**config.mk**
```make
export PLATFORM = sky130hd
export DESIGN_NAME = button_ctrl
export DESIGN_NICKNAME = d
export VERILOG_FILES = /design/src/inc/button_pkg.sv /design/src/hdl/line_sync.sv /design/src/hdl/press_channel.sv /design/src/hdl/button_ctrl.sv
export SDC_FILE = /design/constraint.sdc
export NUM_CORES = 1
export LEC_CHECK = 0
export BUFFER_PORTS_ARGS = -buffer_cell sky130_fd_sc_hd__clkbuf_2
export CAP_MARGIN = 0
export CORE_UTILIZATION = 55
export CTS_BUF_LIST = sky130_fd_sc_hd__clkbuf_8
export CTS_CLUSTER_SIZE = 8
export DETAILED_ROUTE_END_ITERATION = 6
export PLACE_DENSITY = 0.79
export SKIP_CTS_REPAIR_TIMING = 1
export SYNTH_ARGS = -nofsm -noshare
export SYNTH_HDL_FRONTEND = slang
export SYNTH_SLANG_ARGS = --single-unit
```
**constraint.sdc**
```tcl
create_clock -name aclk -period 5.5 [get_ports aclk]
set_input_delay 0.55 -clock aclk [delete_from_list [all_inputs] [get_ports aclk]]
set_output_delay 0.55 -clock aclk [all_outputs]
set_load 0.005 [all_outputs]
```
**src/inc/button_pkg.sv**
```systemverilog
// shared constants for the button and run/stop switch block
package button_pkg;
  // bus geometry
  localparam int ADDR_W = 8;
  localparam int DATA_W = 32;
  // register byte offsets
  localparam logic [7:0] CTRL_OFF = 8'h00;
  localparam logic [7:0] PRESET_OFF = 8'h04;
  localparam logic [7:0] THRESH_OFF = 8'h08;
  localparam logic [7:0] QUERY_OFF = 8'h0C;
  localparam logic [7:0] STATUS_OFF = 8'h10;
  localparam logic [7:0] IRQ_STAT_OFF = 8'h14;
  localparam logic [7:0] IRQ_EN_OFF = 8'h18;
  localparam logic [7:0] IRQ_CLR_OFF = 8'h1C;
  // control field positions
  localparam int CTRL_EDGE_A = 0;
  localparam int CTRL_EDGE_B = 1;
  localparam int CTRL_SW_ANALOG = 2;
  localparam int CTRL_W = 3;
  // status field positions
  localparam int ST_PEND = 0;
  localparam int ST_MASK = 2;
  localparam int ST_LINE = 4;
  localparam int ST_RUN = 6;
  // interrupt event bits
  localparam int EV_PRESS_A = 0;
  localparam int EV_PRESS_B = 1;
  localparam int EV_SWITCH = 2;
  localparam int EV_W = 3;
  // values after reset
  localparam logic [2:0] CTRL_RST = 3'h0;
  localparam logic [11:0] THRESH_RST = 12'h800;
  localparam logic [2:0] IRQ_EN_RST = 3'h0;
  // timing: debounce tick and hold-off
  localparam int CLK_FREQ_KHZ = 40000;
  localparam int TICK_PERIOD_MS = 1;
  localparam int DEBOUNCE_MS = 180;
  localparam int TICK_CYCLES = TICK_PERIOD_MS * CLK_FREQ_KHZ;
  localparam logic [15:0] PRESET_RST = 16'(DEBOUNCE_MS / TICK_PERIOD_MS);
  // bus answers
  localparam logic [1:0] RESP_OKAY = 2'h0;
  localparam logic [1:0] RESP_SLVERR = 2'h2;
endpackage

```
**src/hdl/line_sync.sv**
```systemverilog
// two-flop synchroniser for asynchronous input lines
`timescale 1ns/1ps
module line_sync #(
  parameter int W = 2,
  parameter logic [W-1:0] RST_VAL = '1
) (
  // clock and reset
  input wire logic aclk,
  input wire logic aresetn,
  // lines
  input wire logic [W-1:0] async_in,
  output logic [W-1:0] sync_out
);
  logic [W-1:0] meta_r;

  // first stage feeds only the second stage
  always_ff @(posedge aclk) begin
    if (!aresetn) begin
      meta_r <= RST_VAL;
      sync_out <= RST_VAL;
    end else begin
      meta_r <= async_in;
      sync_out <= meta_r;
    end
  end
endmodule

```
**src/hdl/press_channel.sv**
```systemverilog
// one button line: detect, mask, debounce count, pending flag
`timescale 1ns/1ps
module press_channel #(
  parameter int CNT_W = 16
) (
  // clock and reset
  input wire logic aclk,
  input wire logic aresetn,
  // synchronised active-low line and configuration
  input wire logic line_n,
  input wire logic edge_mode,
  input wire logic [CNT_W-1:0] preset,
  // periodic tick and query clear
  input wire logic tick,
  input wire logic query_clr,
  // state
  output logic pending,
  output logic masked,
  output logic press
);
  logic prev_n_r;
  logic [CNT_W-1:0] cnt_r;
  logic hit;

  // low level, or falling edge when edge mode is chosen
  assign hit = !masked && !line_n && (!edge_mode || prev_n_r);
  assign press = hit;

  // previous line level for edge sensing
  always_ff @(posedge aclk) begin
    if (!aresetn) begin
      prev_n_r <= 1'b1;
    end else begin
      prev_n_r <= line_n;
    end
  end

  // mask and counter; ignored lows while masked never reload
  always_ff @(posedge aclk) begin
    if (!aresetn) begin
      masked <= 1'b0;
      cnt_r <= '0;
    end else if (hit) begin
      masked <= 1'b1;
      cnt_r <= preset;
    end else if (masked && tick) begin
      if (cnt_r <= CNT_W'(1)) begin
        cnt_r <= '0;
        masked <= 1'b0;
      end else begin
        cnt_r <= cnt_r - CNT_W'(1);
      end
    end
  end

  // pending flag: a new press wins over a same-cycle clear
  always_ff @(posedge aclk) begin
    if (!aresetn) begin
      pending <= 1'b0;
    end else if (hit) begin
      pending <= 1'b1;
    end else if (query_clr) begin
      pending <= 1'b0;
    end
  end
endmodule

```
**src/hdl/button_ctrl.sv**
```systemverilog
// button press handling and run/stop switch with an AXI4-Lite slave
`timescale 1ns/1ps
// Function
// - synchronise both button lines to clock
// - each line selectable level or edge
// - keep pending flag per button line
// - line active low, low raises event
// - press masks line, loads counter, sets flag
// - tick decrements; zero unmasks line again
// - query returns flag, clears it if set
// - preset gives about 180 ms hold-off
// - gpio switch read from data bit
// - analog switch by sample threshold compare
module button_ctrl #(
  parameter int TICK_CYCLES = button_pkg::TICK_CYCLES,
  parameter int SAMPLE_W = 12,
  parameter int CNT_W = 16
) (
  // clock and reset
  input wire logic aclk,
  input wire logic aresetn,
  // write address channel
  input wire logic awvalid,
  output logic awready,
  input wire logic [button_pkg::ADDR_W-1:0] awaddr,
  input wire logic [2:0] awprot,
  // write data channel
  input wire logic wvalid,
  output logic wready,
  input wire logic [button_pkg::DATA_W-1:0] wdata,
  input wire logic [3:0] wstrb,
  // write response channel
  output logic bvalid,
  input wire logic bready,
  output logic [1:0] bresp,
  // read address channel
  input wire logic arvalid,
  output logic arready,
  input wire logic [button_pkg::ADDR_W-1:0] araddr,
  input wire logic [2:0] arprot,
  // read data channel
  output logic rvalid,
  input wire logic rready,
  output logic [button_pkg::DATA_W-1:0] rdata,
  output logic [1:0] rresp,
  // button lines, active low
  input wire logic button_irq_a_n,
  input wire logic button_irq_b_n,
  // run/stop switch sources
  input wire logic run_stop_gpio,
  input wire logic [SAMPLE_W-1:0] switch_analog_input,
  input wire logic switch_analog_valid,
  // results
  output logic switch_run,
  output logic irq
);
  localparam int TCW = $clog2(TICK_CYCLES + 1);
  localparam int CW = button_pkg::CTRL_W;
  localparam int EVW = button_pkg::EV_W;

  // refuse settings the logic cannot serve
  if (TICK_CYCLES < 1 || SAMPLE_W < 1 || SAMPLE_W > 32 ||
      CNT_W < 1 || CNT_W > 32) begin : g_bad_param
    $error("button_ctrl: unsupported parameter value");
  end

  // register state
  logic [button_pkg::CTRL_W-1:0] ctrl_r;
  logic [CNT_W-1:0] preset_r;
  logic [SAMPLE_W-1:0] thresh_r;
  logic [SAMPLE_W-1:0] sample_r;
  logic gpio_data_r;
  logic switch_run_r;
  logic switch_run_nxt;
  logic [button_pkg::EV_W-1:0] irq_stat_r;
  logic [button_pkg::EV_W-1:0] irq_en_r;
  logic [button_pkg::EV_W-1:0] events;
  logic irq_r;
  // tick generator
  logic [TCW-1:0] tick_cnt_r;
  logic tick_r;
  // bus handshake state
  logic awready_r;
  logic wready_r;
  logic bvalid_r;
  logic [1:0] bresp_r;
  logic arready_r;
  logic rvalid_r;
  logic [button_pkg::DATA_W-1:0] rdata_r;
  logic [1:0] rresp_r;
  logic wr_fire;
  logic rd_fire;
  logic [button_pkg::DATA_W-1:0] rd_word;
  logic rd_hit;
  logic wr_hit;
  // channel signals
  logic [1:0] line_n;
  logic [1:0] pending;
  logic [1:0] masked;
  logic [1:0] press;
  logic [1:0] query_clr;
  logic [1:0] edge_mode;

  // word-aligned offset of a bus address
  function automatic logic [7:0] word_addr(
    input logic [button_pkg::ADDR_W-1:0] a);
    return {a[7:2], 2'h0};
  endfunction

  // merge write data into a register under byte strobes
  function automatic logic [31:0] apply_strb(input logic [31:0] old,
    input logic [31:0] nw, input logic [3:0] strb);
    logic [31:0] res;
    res = old;
    for (int i = 0; i < 4; i++) begin
      if (strb[i]) begin
        res[i*8 +: 8] = nw[i*8 +: 8];
      end
    end
    return res;
  endfunction

  // synchronise both button lines before any detection
  line_sync #(
    .W(2),
    .RST_VAL(2'h3)
  ) u_sync (
    .aclk(aclk),
    .aresetn(aresetn),
    .async_in({button_irq_b_n, button_irq_a_n}),
    .sync_out(line_n)
  );

  assign edge_mode = {ctrl_r[button_pkg::CTRL_EDGE_B],
                      ctrl_r[button_pkg::CTRL_EDGE_A]};

  // one debounce channel per button line
  for (genvar g = 0; g < 2; g++) begin : g_chan
    press_channel #(
      .CNT_W(CNT_W)
    ) u_chan (
      .aclk(aclk),
      .aresetn(aresetn),
      .line_n(line_n[g]),
      .edge_mode(edge_mode[g]),
      .preset(preset_r),
      .tick(tick_r),
      .query_clr(query_clr[g]),
      .pending(pending[g]),
      .masked(masked[g]),
      .press(press[g])
    );
  end

  // periodic debounce tick, one cycle wide
  always_ff @(posedge aclk) begin
    if (!aresetn) begin
      tick_cnt_r <= '0;
      tick_r <= 1'b0;
    end else if (tick_cnt_r == TCW'(TICK_CYCLES - 1)) begin
      tick_cnt_r <= '0;
      tick_r <= 1'b1;
    end else begin
      tick_cnt_r <= tick_cnt_r + TCW'(1);
      tick_r <= 1'b0;
    end
  end

  // handshakes complete on the cycle the ready flop is high
  assign wr_fire = awvalid && awready_r && wvalid && wready_r;
  assign rd_fire = arvalid && arready_r;

  // write channel: take address and data together, one at a time
  always_ff @(posedge aclk) begin
    if (!aresetn) begin
      awready_r <= 1'b0;
      wready_r <= 1'b0;
    end else if (wr_fire) begin
      awready_r <= 1'b0;
      wready_r <= 1'b0;
    end else if (awvalid && wvalid && !bvalid_r) begin
      awready_r <= 1'b1;
      wready_r <= 1'b1;
    end
  end

  // write decode; unmapped or read-only offsets answer with an error
  always_comb begin
    unique case (word_addr(awaddr))
      button_pkg::CTRL_OFF, button_pkg::PRESET_OFF,
      button_pkg::THRESH_OFF, button_pkg::IRQ_EN_OFF,
      button_pkg::IRQ_CLR_OFF: wr_hit = 1'b1;
      default: wr_hit = 1'b0;
    endcase
  end

  // write response
  always_ff @(posedge aclk) begin
    if (!aresetn) begin
      bvalid_r <= 1'b0;
      bresp_r <= button_pkg::RESP_OKAY;
    end else if (wr_fire) begin
      bvalid_r <= 1'b1;
      bresp_r <= wr_hit ? button_pkg::RESP_OKAY : button_pkg::RESP_SLVERR;
    end else if (bready) begin
      bvalid_r <= 1'b0;
    end
  end

  // configuration registers written by software
  always_ff @(posedge aclk) begin
    if (!aresetn) begin
      ctrl_r <= button_pkg::CTRL_RST;
      preset_r <= CNT_W'(button_pkg::PRESET_RST);
      thresh_r <= SAMPLE_W'(button_pkg::THRESH_RST);
      irq_en_r <= button_pkg::IRQ_EN_RST;
    end else if (wr_fire) begin
      unique case (word_addr(awaddr))
        // merged word cut back to the field width on purpose
        button_pkg::CTRL_OFF:
          ctrl_r <= CW'(apply_strb(32'(ctrl_r), wdata, wstrb));
        button_pkg::PRESET_OFF:
          preset_r <= CNT_W'(apply_strb(32'(preset_r), wdata, wstrb));
        button_pkg::THRESH_OFF:
          thresh_r <= SAMPLE_W'(apply_strb(32'(thresh_r), wdata, wstrb));
        button_pkg::IRQ_EN_OFF:
          irq_en_r <= EVW'(apply_strb(32'(irq_en_r), wdata, wstrb));
        default: ;
      endcase
    end
  end

  // read channel: one read at a time
  always_ff @(posedge aclk) begin
    if (!aresetn) begin
      arready_r <= 1'b0;
    end else if (rd_fire) begin
      arready_r <= 1'b0;
    end else if (arvalid && !rvalid_r) begin
      arready_r <= 1'b1;
    end
  end

  // read mux; query shows pending flags, status shows live state
  always_comb begin
    rd_word = '0;
    rd_hit = 1'b1;
    unique case (word_addr(araddr))
      button_pkg::CTRL_OFF: rd_word = 32'(ctrl_r);
      button_pkg::PRESET_OFF: rd_word = 32'(preset_r);
      button_pkg::THRESH_OFF: rd_word = 32'(thresh_r);
      button_pkg::QUERY_OFF: rd_word = 32'(pending);
      button_pkg::STATUS_OFF: begin
        rd_word[button_pkg::ST_PEND +: 2] = pending;
        rd_word[button_pkg::ST_MASK +: 2] = masked;
        rd_word[button_pkg::ST_LINE +: 2] = line_n;
        rd_word[button_pkg::ST_RUN] = switch_run_r;
      end
      button_pkg::IRQ_STAT_OFF: rd_word = 32'(irq_stat_r);
      button_pkg::IRQ_EN_OFF: rd_word = 32'(irq_en_r);
      default: rd_hit = 1'b0;
    endcase
  end

  // a query read clears only flags that it reported as set
  assign query_clr = (rd_fire && word_addr(araddr) == button_pkg::QUERY_OFF)
                     ? pending : 2'h0;

  // read data held until the master takes it
  always_ff @(posedge aclk) begin
    if (!aresetn) begin
      rvalid_r <= 1'b0;
      rdata_r <= '0;
      rresp_r <= button_pkg::RESP_OKAY;
    end else if (rd_fire) begin
      rvalid_r <= 1'b1;
      rdata_r <= rd_word;
      rresp_r <= rd_hit ? button_pkg::RESP_OKAY : button_pkg::RESP_SLVERR;
    end else if (rready) begin
      rvalid_r <= 1'b0;
    end
  end

  // switch sources: gpio data bit and latched analog sample
  always_ff @(posedge aclk) begin
    if (!aresetn) begin
      gpio_data_r <= 1'b0;
      sample_r <= '0;
    end else begin
      gpio_data_r <= run_stop_gpio;
      if (switch_analog_valid) begin
        sample_r <= switch_analog_input;
      end
    end
  end

  // run state: at or above threshold counts as run
  always_comb begin
    if (ctrl_r[button_pkg::CTRL_SW_ANALOG]) begin
      switch_run_nxt = (sample_r >= thresh_r);
    end else begin
      switch_run_nxt = gpio_data_r;
    end
  end

  always_ff @(posedge aclk) begin
    if (!aresetn) begin
      switch_run_r <= 1'b0;
    end else begin
      switch_run_r <= switch_run_nxt;
    end
  end

  // events: each accepted press and each switch change
  assign events = {switch_run_nxt != switch_run_r, press};

  // sticky status; a new event wins over a same-cycle clear
  always_ff @(posedge aclk) begin
    if (!aresetn) begin
      irq_stat_r <= '0;
    end else begin
      for (int i = 0; i < button_pkg::EV_W; i++) begin
        if (events[i]) begin
          irq_stat_r[i] <= 1'b1;
        end else if (wr_fire && wstrb[0] &&
                     word_addr(awaddr) == button_pkg::IRQ_CLR_OFF &&
                     wdata[i]) begin
          irq_stat_r[i] <= 1'b0;
        end
      end
    end
  end

  // level interrupt from enabled sticky bits
  always_ff @(posedge aclk) begin
    if (!aresetn) begin
      irq_r <= 1'b0;
    end else begin
      irq_r <= |(irq_stat_r & irq_en_r);
    end
  end

  // outputs straight from flops
  assign awready = awready_r;
  assign wready = wready_r;
  assign bvalid = bvalid_r;
  assign bresp = bresp_r;
  assign arready = arready_r;
  assign rvalid = rvalid_r;
  assign rdata = rdata_r;
  assign rresp = rresp_r;
  assign switch_run = switch_run_r;
  assign irq = irq_r;
endmodule

```
==> results.py <==
metrics = {
    "run_status": {
        "outcome": "complete, no violations",
    },
    "routing": {
        "wl_met3_mm": 1.08,
        "highest_layer": "met4",
        "wl_mm": 16.0,
        "vias": 5729,
        "met2_length_mm": 7.73,
        "viasPerCell": 5.89,
        "route.detailed.drc": 0,
        "antenna_left": 0,
        "dr.pass1.iters": 5,
        "avgRoutedWirePerCell_um": 16.4,
        "drt_iter0_markers": 479,
        "wl_met1_mm": 6.69,
    },
    "worst_setup_path": {
        "reg2reg_slack_ns": 3.02,
        "end_kind": "flip-flop",
        "path_max_fanout": 12,
        "cp.arrival_ns": 2.83,
        "worstPathRequired_ns": 5.86,
        "startpoint_type": "flip-flop",
        "critical_path_class": "flip-flop to flip-flop",
    },
    "clocking": {
        "clock_latency_ns": 0.45,
        "clockRootBuffer": "clkbuf_8",
        "clk_pin_slew_ns": 0.08,
        "cts_sinks": 133,
        "h-tree-depth": 4,
        "clockBufferDepth": 2,
        "numCtsBuffers": 17,
        "cts_tree": "yes",
    },
    "die": {
        "die-area_um2": 12300,
        "start_util_pct": 56.7,
        "die_y_um": 111,
        "die_w_um": 111,
        "rows": 39,
        "coreArea_um2": 11500,
        "pin_count": 124,
    },
    "power": {
        "leakage_nw": 2.94,
        "ir_worst_vdd_v": 0.000219,
        "finalPower_w": 0.00193,
        "p_per_area_nw_per_um2": 268,
    },
    "timing": {
        "drv_slew": 0,
        "final.setup_skew_ns": 0.0112,
        "fmax_mhz": 404,
        "tightest_slew_ns": 0.982,
        "min_period_over_period_pct": 45.0,
        "fin_hold_ws_ns": 0.284,
        "hold_viol": 0,
        "slew_headroom_pct": 34.6,
        "tns_ns": 0,
        "final-setup-viol-count": 0,
        "rsz0062_at_grt": "false",
        "finalCriticalPeriod_ns": 2.48,
    },
    "synth": {
        "synthFlopType": "dfxtp_1",
        "async_reset_ff_share_pct": 0,
        "synth_top_area_share_pct": 40.9,
        "ys_seq_elements": 133,
        "synth.most_common_cell": "dfxtp_1",
        "avgSynthCellArea_um2": 8.57,
        "ys_types": 64,
        "synth_common_cells": "133 x dfxtp_1, 103 x nor2_1, 72 x nand2_1",
        "yosys-top-cells-area": "dfxtp_1 41%, mux2i_1 7.2%, nor2_1 5.9%",
        "yosys_warnings": 0,
        "synth_edf_count": 0,
        "synth_cells": 759,
        "yosysSeqAreaShare_pct": 40.9,
        "netlist_area_um2": 6500,
        "yosysTopAreaCell": "dfxtp_1",
    },
    "job": {
        "max_cap_violations": 0,
    },
    "place": {
        "place.gp.congestion": 0.855,
        "dp_cells": 944,
        "port_buffers": 77,
        "place_hpwl_mm": 11.4,
    },
    "final_layout": {
        "area_delta_synth_final_pct": 11.1,
        "antennaDiodeCount": 0,
        "register_area_um2": 2660,
        "drive_gt1_share_pct": 16.0,
        "multiInputGateArea_um2": 3530,
        "nets": 918,
        "instances_no_fill": 973,
        "finish.utilization_pct": 63.0,
        "fillers": 993,
    },
    "global_route": {
        "grt_max_degree": 54,
        "grt_pass1_vias": 5549,
        "overflow": 0,
        "track_usage_pct": 27.1,
        "antenna_found_initial": 0,
        "grt_pass1_wl_mm": 26.6,
    },
    "hold_path": {
        "hold_path.class": "input pin to flip-flop",
    },
}
[layer usage]
metal | vias to the layer above | GRT usage (%)
li1 | 2773 | -
met1 | 2684 | 33.0
met2 | 227 | 44.7
met3 | 45 | 6.94
met4 | 0 | 12.4
met5 | - | 0
[worst max-delay path: stages (launching register included)]
cell and delay, ns:
dfxtp_1 0.37, or4_1 0.74, or3_4 0.46, or4_1 0.51
a21o_1 0.19, a21oi_1 0.12
[state kept, by name, summed over array words and instances, names as in the netlist, 2 cells and up]
name and cells:
g_chan.u_chan.pending 2, tick_cnt_r 16, g_chan.u_chan.cnt_r 32, irq_en_r 3
rdata 16, irq_stat_r 3, ctrl_r 3, g_chan.u_chan.masked 2
sample_r 12, g_chan.u_chan.prev_n_r 2, thresh_r 12, u_sync.sync_out 2
u_sync.meta_r 2, preset_r 16
[path summary, 6_finish.rpt]
check | from | end | cells after the start
max | g_chan[1].u_chan.cnt_r[2]$_SDFFE_PN0P_ | g_chan[1].u_chan.cnt_r[15]$_SDFFE_PN0P_ | 5
min | button_irq_b_n | u_sync.meta_r[1]$_SDFF_PN1_ | 2
max reg2reg | g_chan[1].u_chan.cnt_r[2]$_SDFFE_PN0P_ | g_chan[1].u_chan.cnt_r[15]$_SDFFE_PN0P_ | 5
min reg2reg | u_sync.meta_r[0]$_SDFF_PN1_ | u_sync.sync_out[0]$_SDFF_PN1_ | 1
[per-stage QoR]
| stage | cell area [um2] | setup WS (ns) |
|---|---|---|
| floorplan | 6570 | 3.33 |
| finish | 7230 | 3.02 |
| global route | 7230 | 2.81 |
| detailed placement | 6870 | 2.76 |
| CTS | 7220 | 3.04 |
| global placement | 6870 | 2.80 |
[cell families (layout without fill, tap and decap cells)]
group / count (synthesis) / after routing / share of synthesized area (%)
AO/OA/AOI/OAI: 139 / 139 / 15.0
XOR/XNOR: 29 / 29 / 3.90
adder cells (fa/ha/maj): 17 / 17 / 3.27
buffers and inverters: 81 / 135 / 5.77
flip-flops: 133 / 133 / 40.9
multiplexers: 50 / 50 / 7.75
other: 1 / 18 / 0.0576
AND/OR/NAND/NOR: 309 / 309 / 23.3
[power by group]
part | internal (W) | leakage, nW | switching, W
logic | 0.0000834 | 1.68 | 0.000119
clock network | 0.000369 | 0.180 | 0.000360
registers | 0.000985 | 1.08 | 0.0000188
total | 0.00144 | 2.94 | 0.000498
[area by class of cell]
cell class                      instances  area share, %
Inverter                               27           1.40
Clock inverter                         10           1.19
Tap cell                              143           2.48
Clock buffer                           19           3.62
Sequential cell                       133           36.8
Timing Repair Buffer                   79           5.54
Multi-Input combinational cell        562           48.9
[cell usage in the layout, fill, tap and decap left out, drive strengths merged, types with 15 or more instances in the layout]
master | Yosys | layout
a21oi | 36 | 36
clkbuf | 32 | 96
conb | 1 | 18
dfxtp | 133 | 133
ha | 17 | 17
inv | 27 | 28
mux2i | 47 | 47
nand2 | 72 | 72
nand3 | 25 | 25
nor2 | 103 | 103
nor3 | 20 | 20
nor4 | 15 | 15
o21ai | 24 | 24
xor2 | 15 | 15
Note: power is estimated with default switching activity, not from simulation.
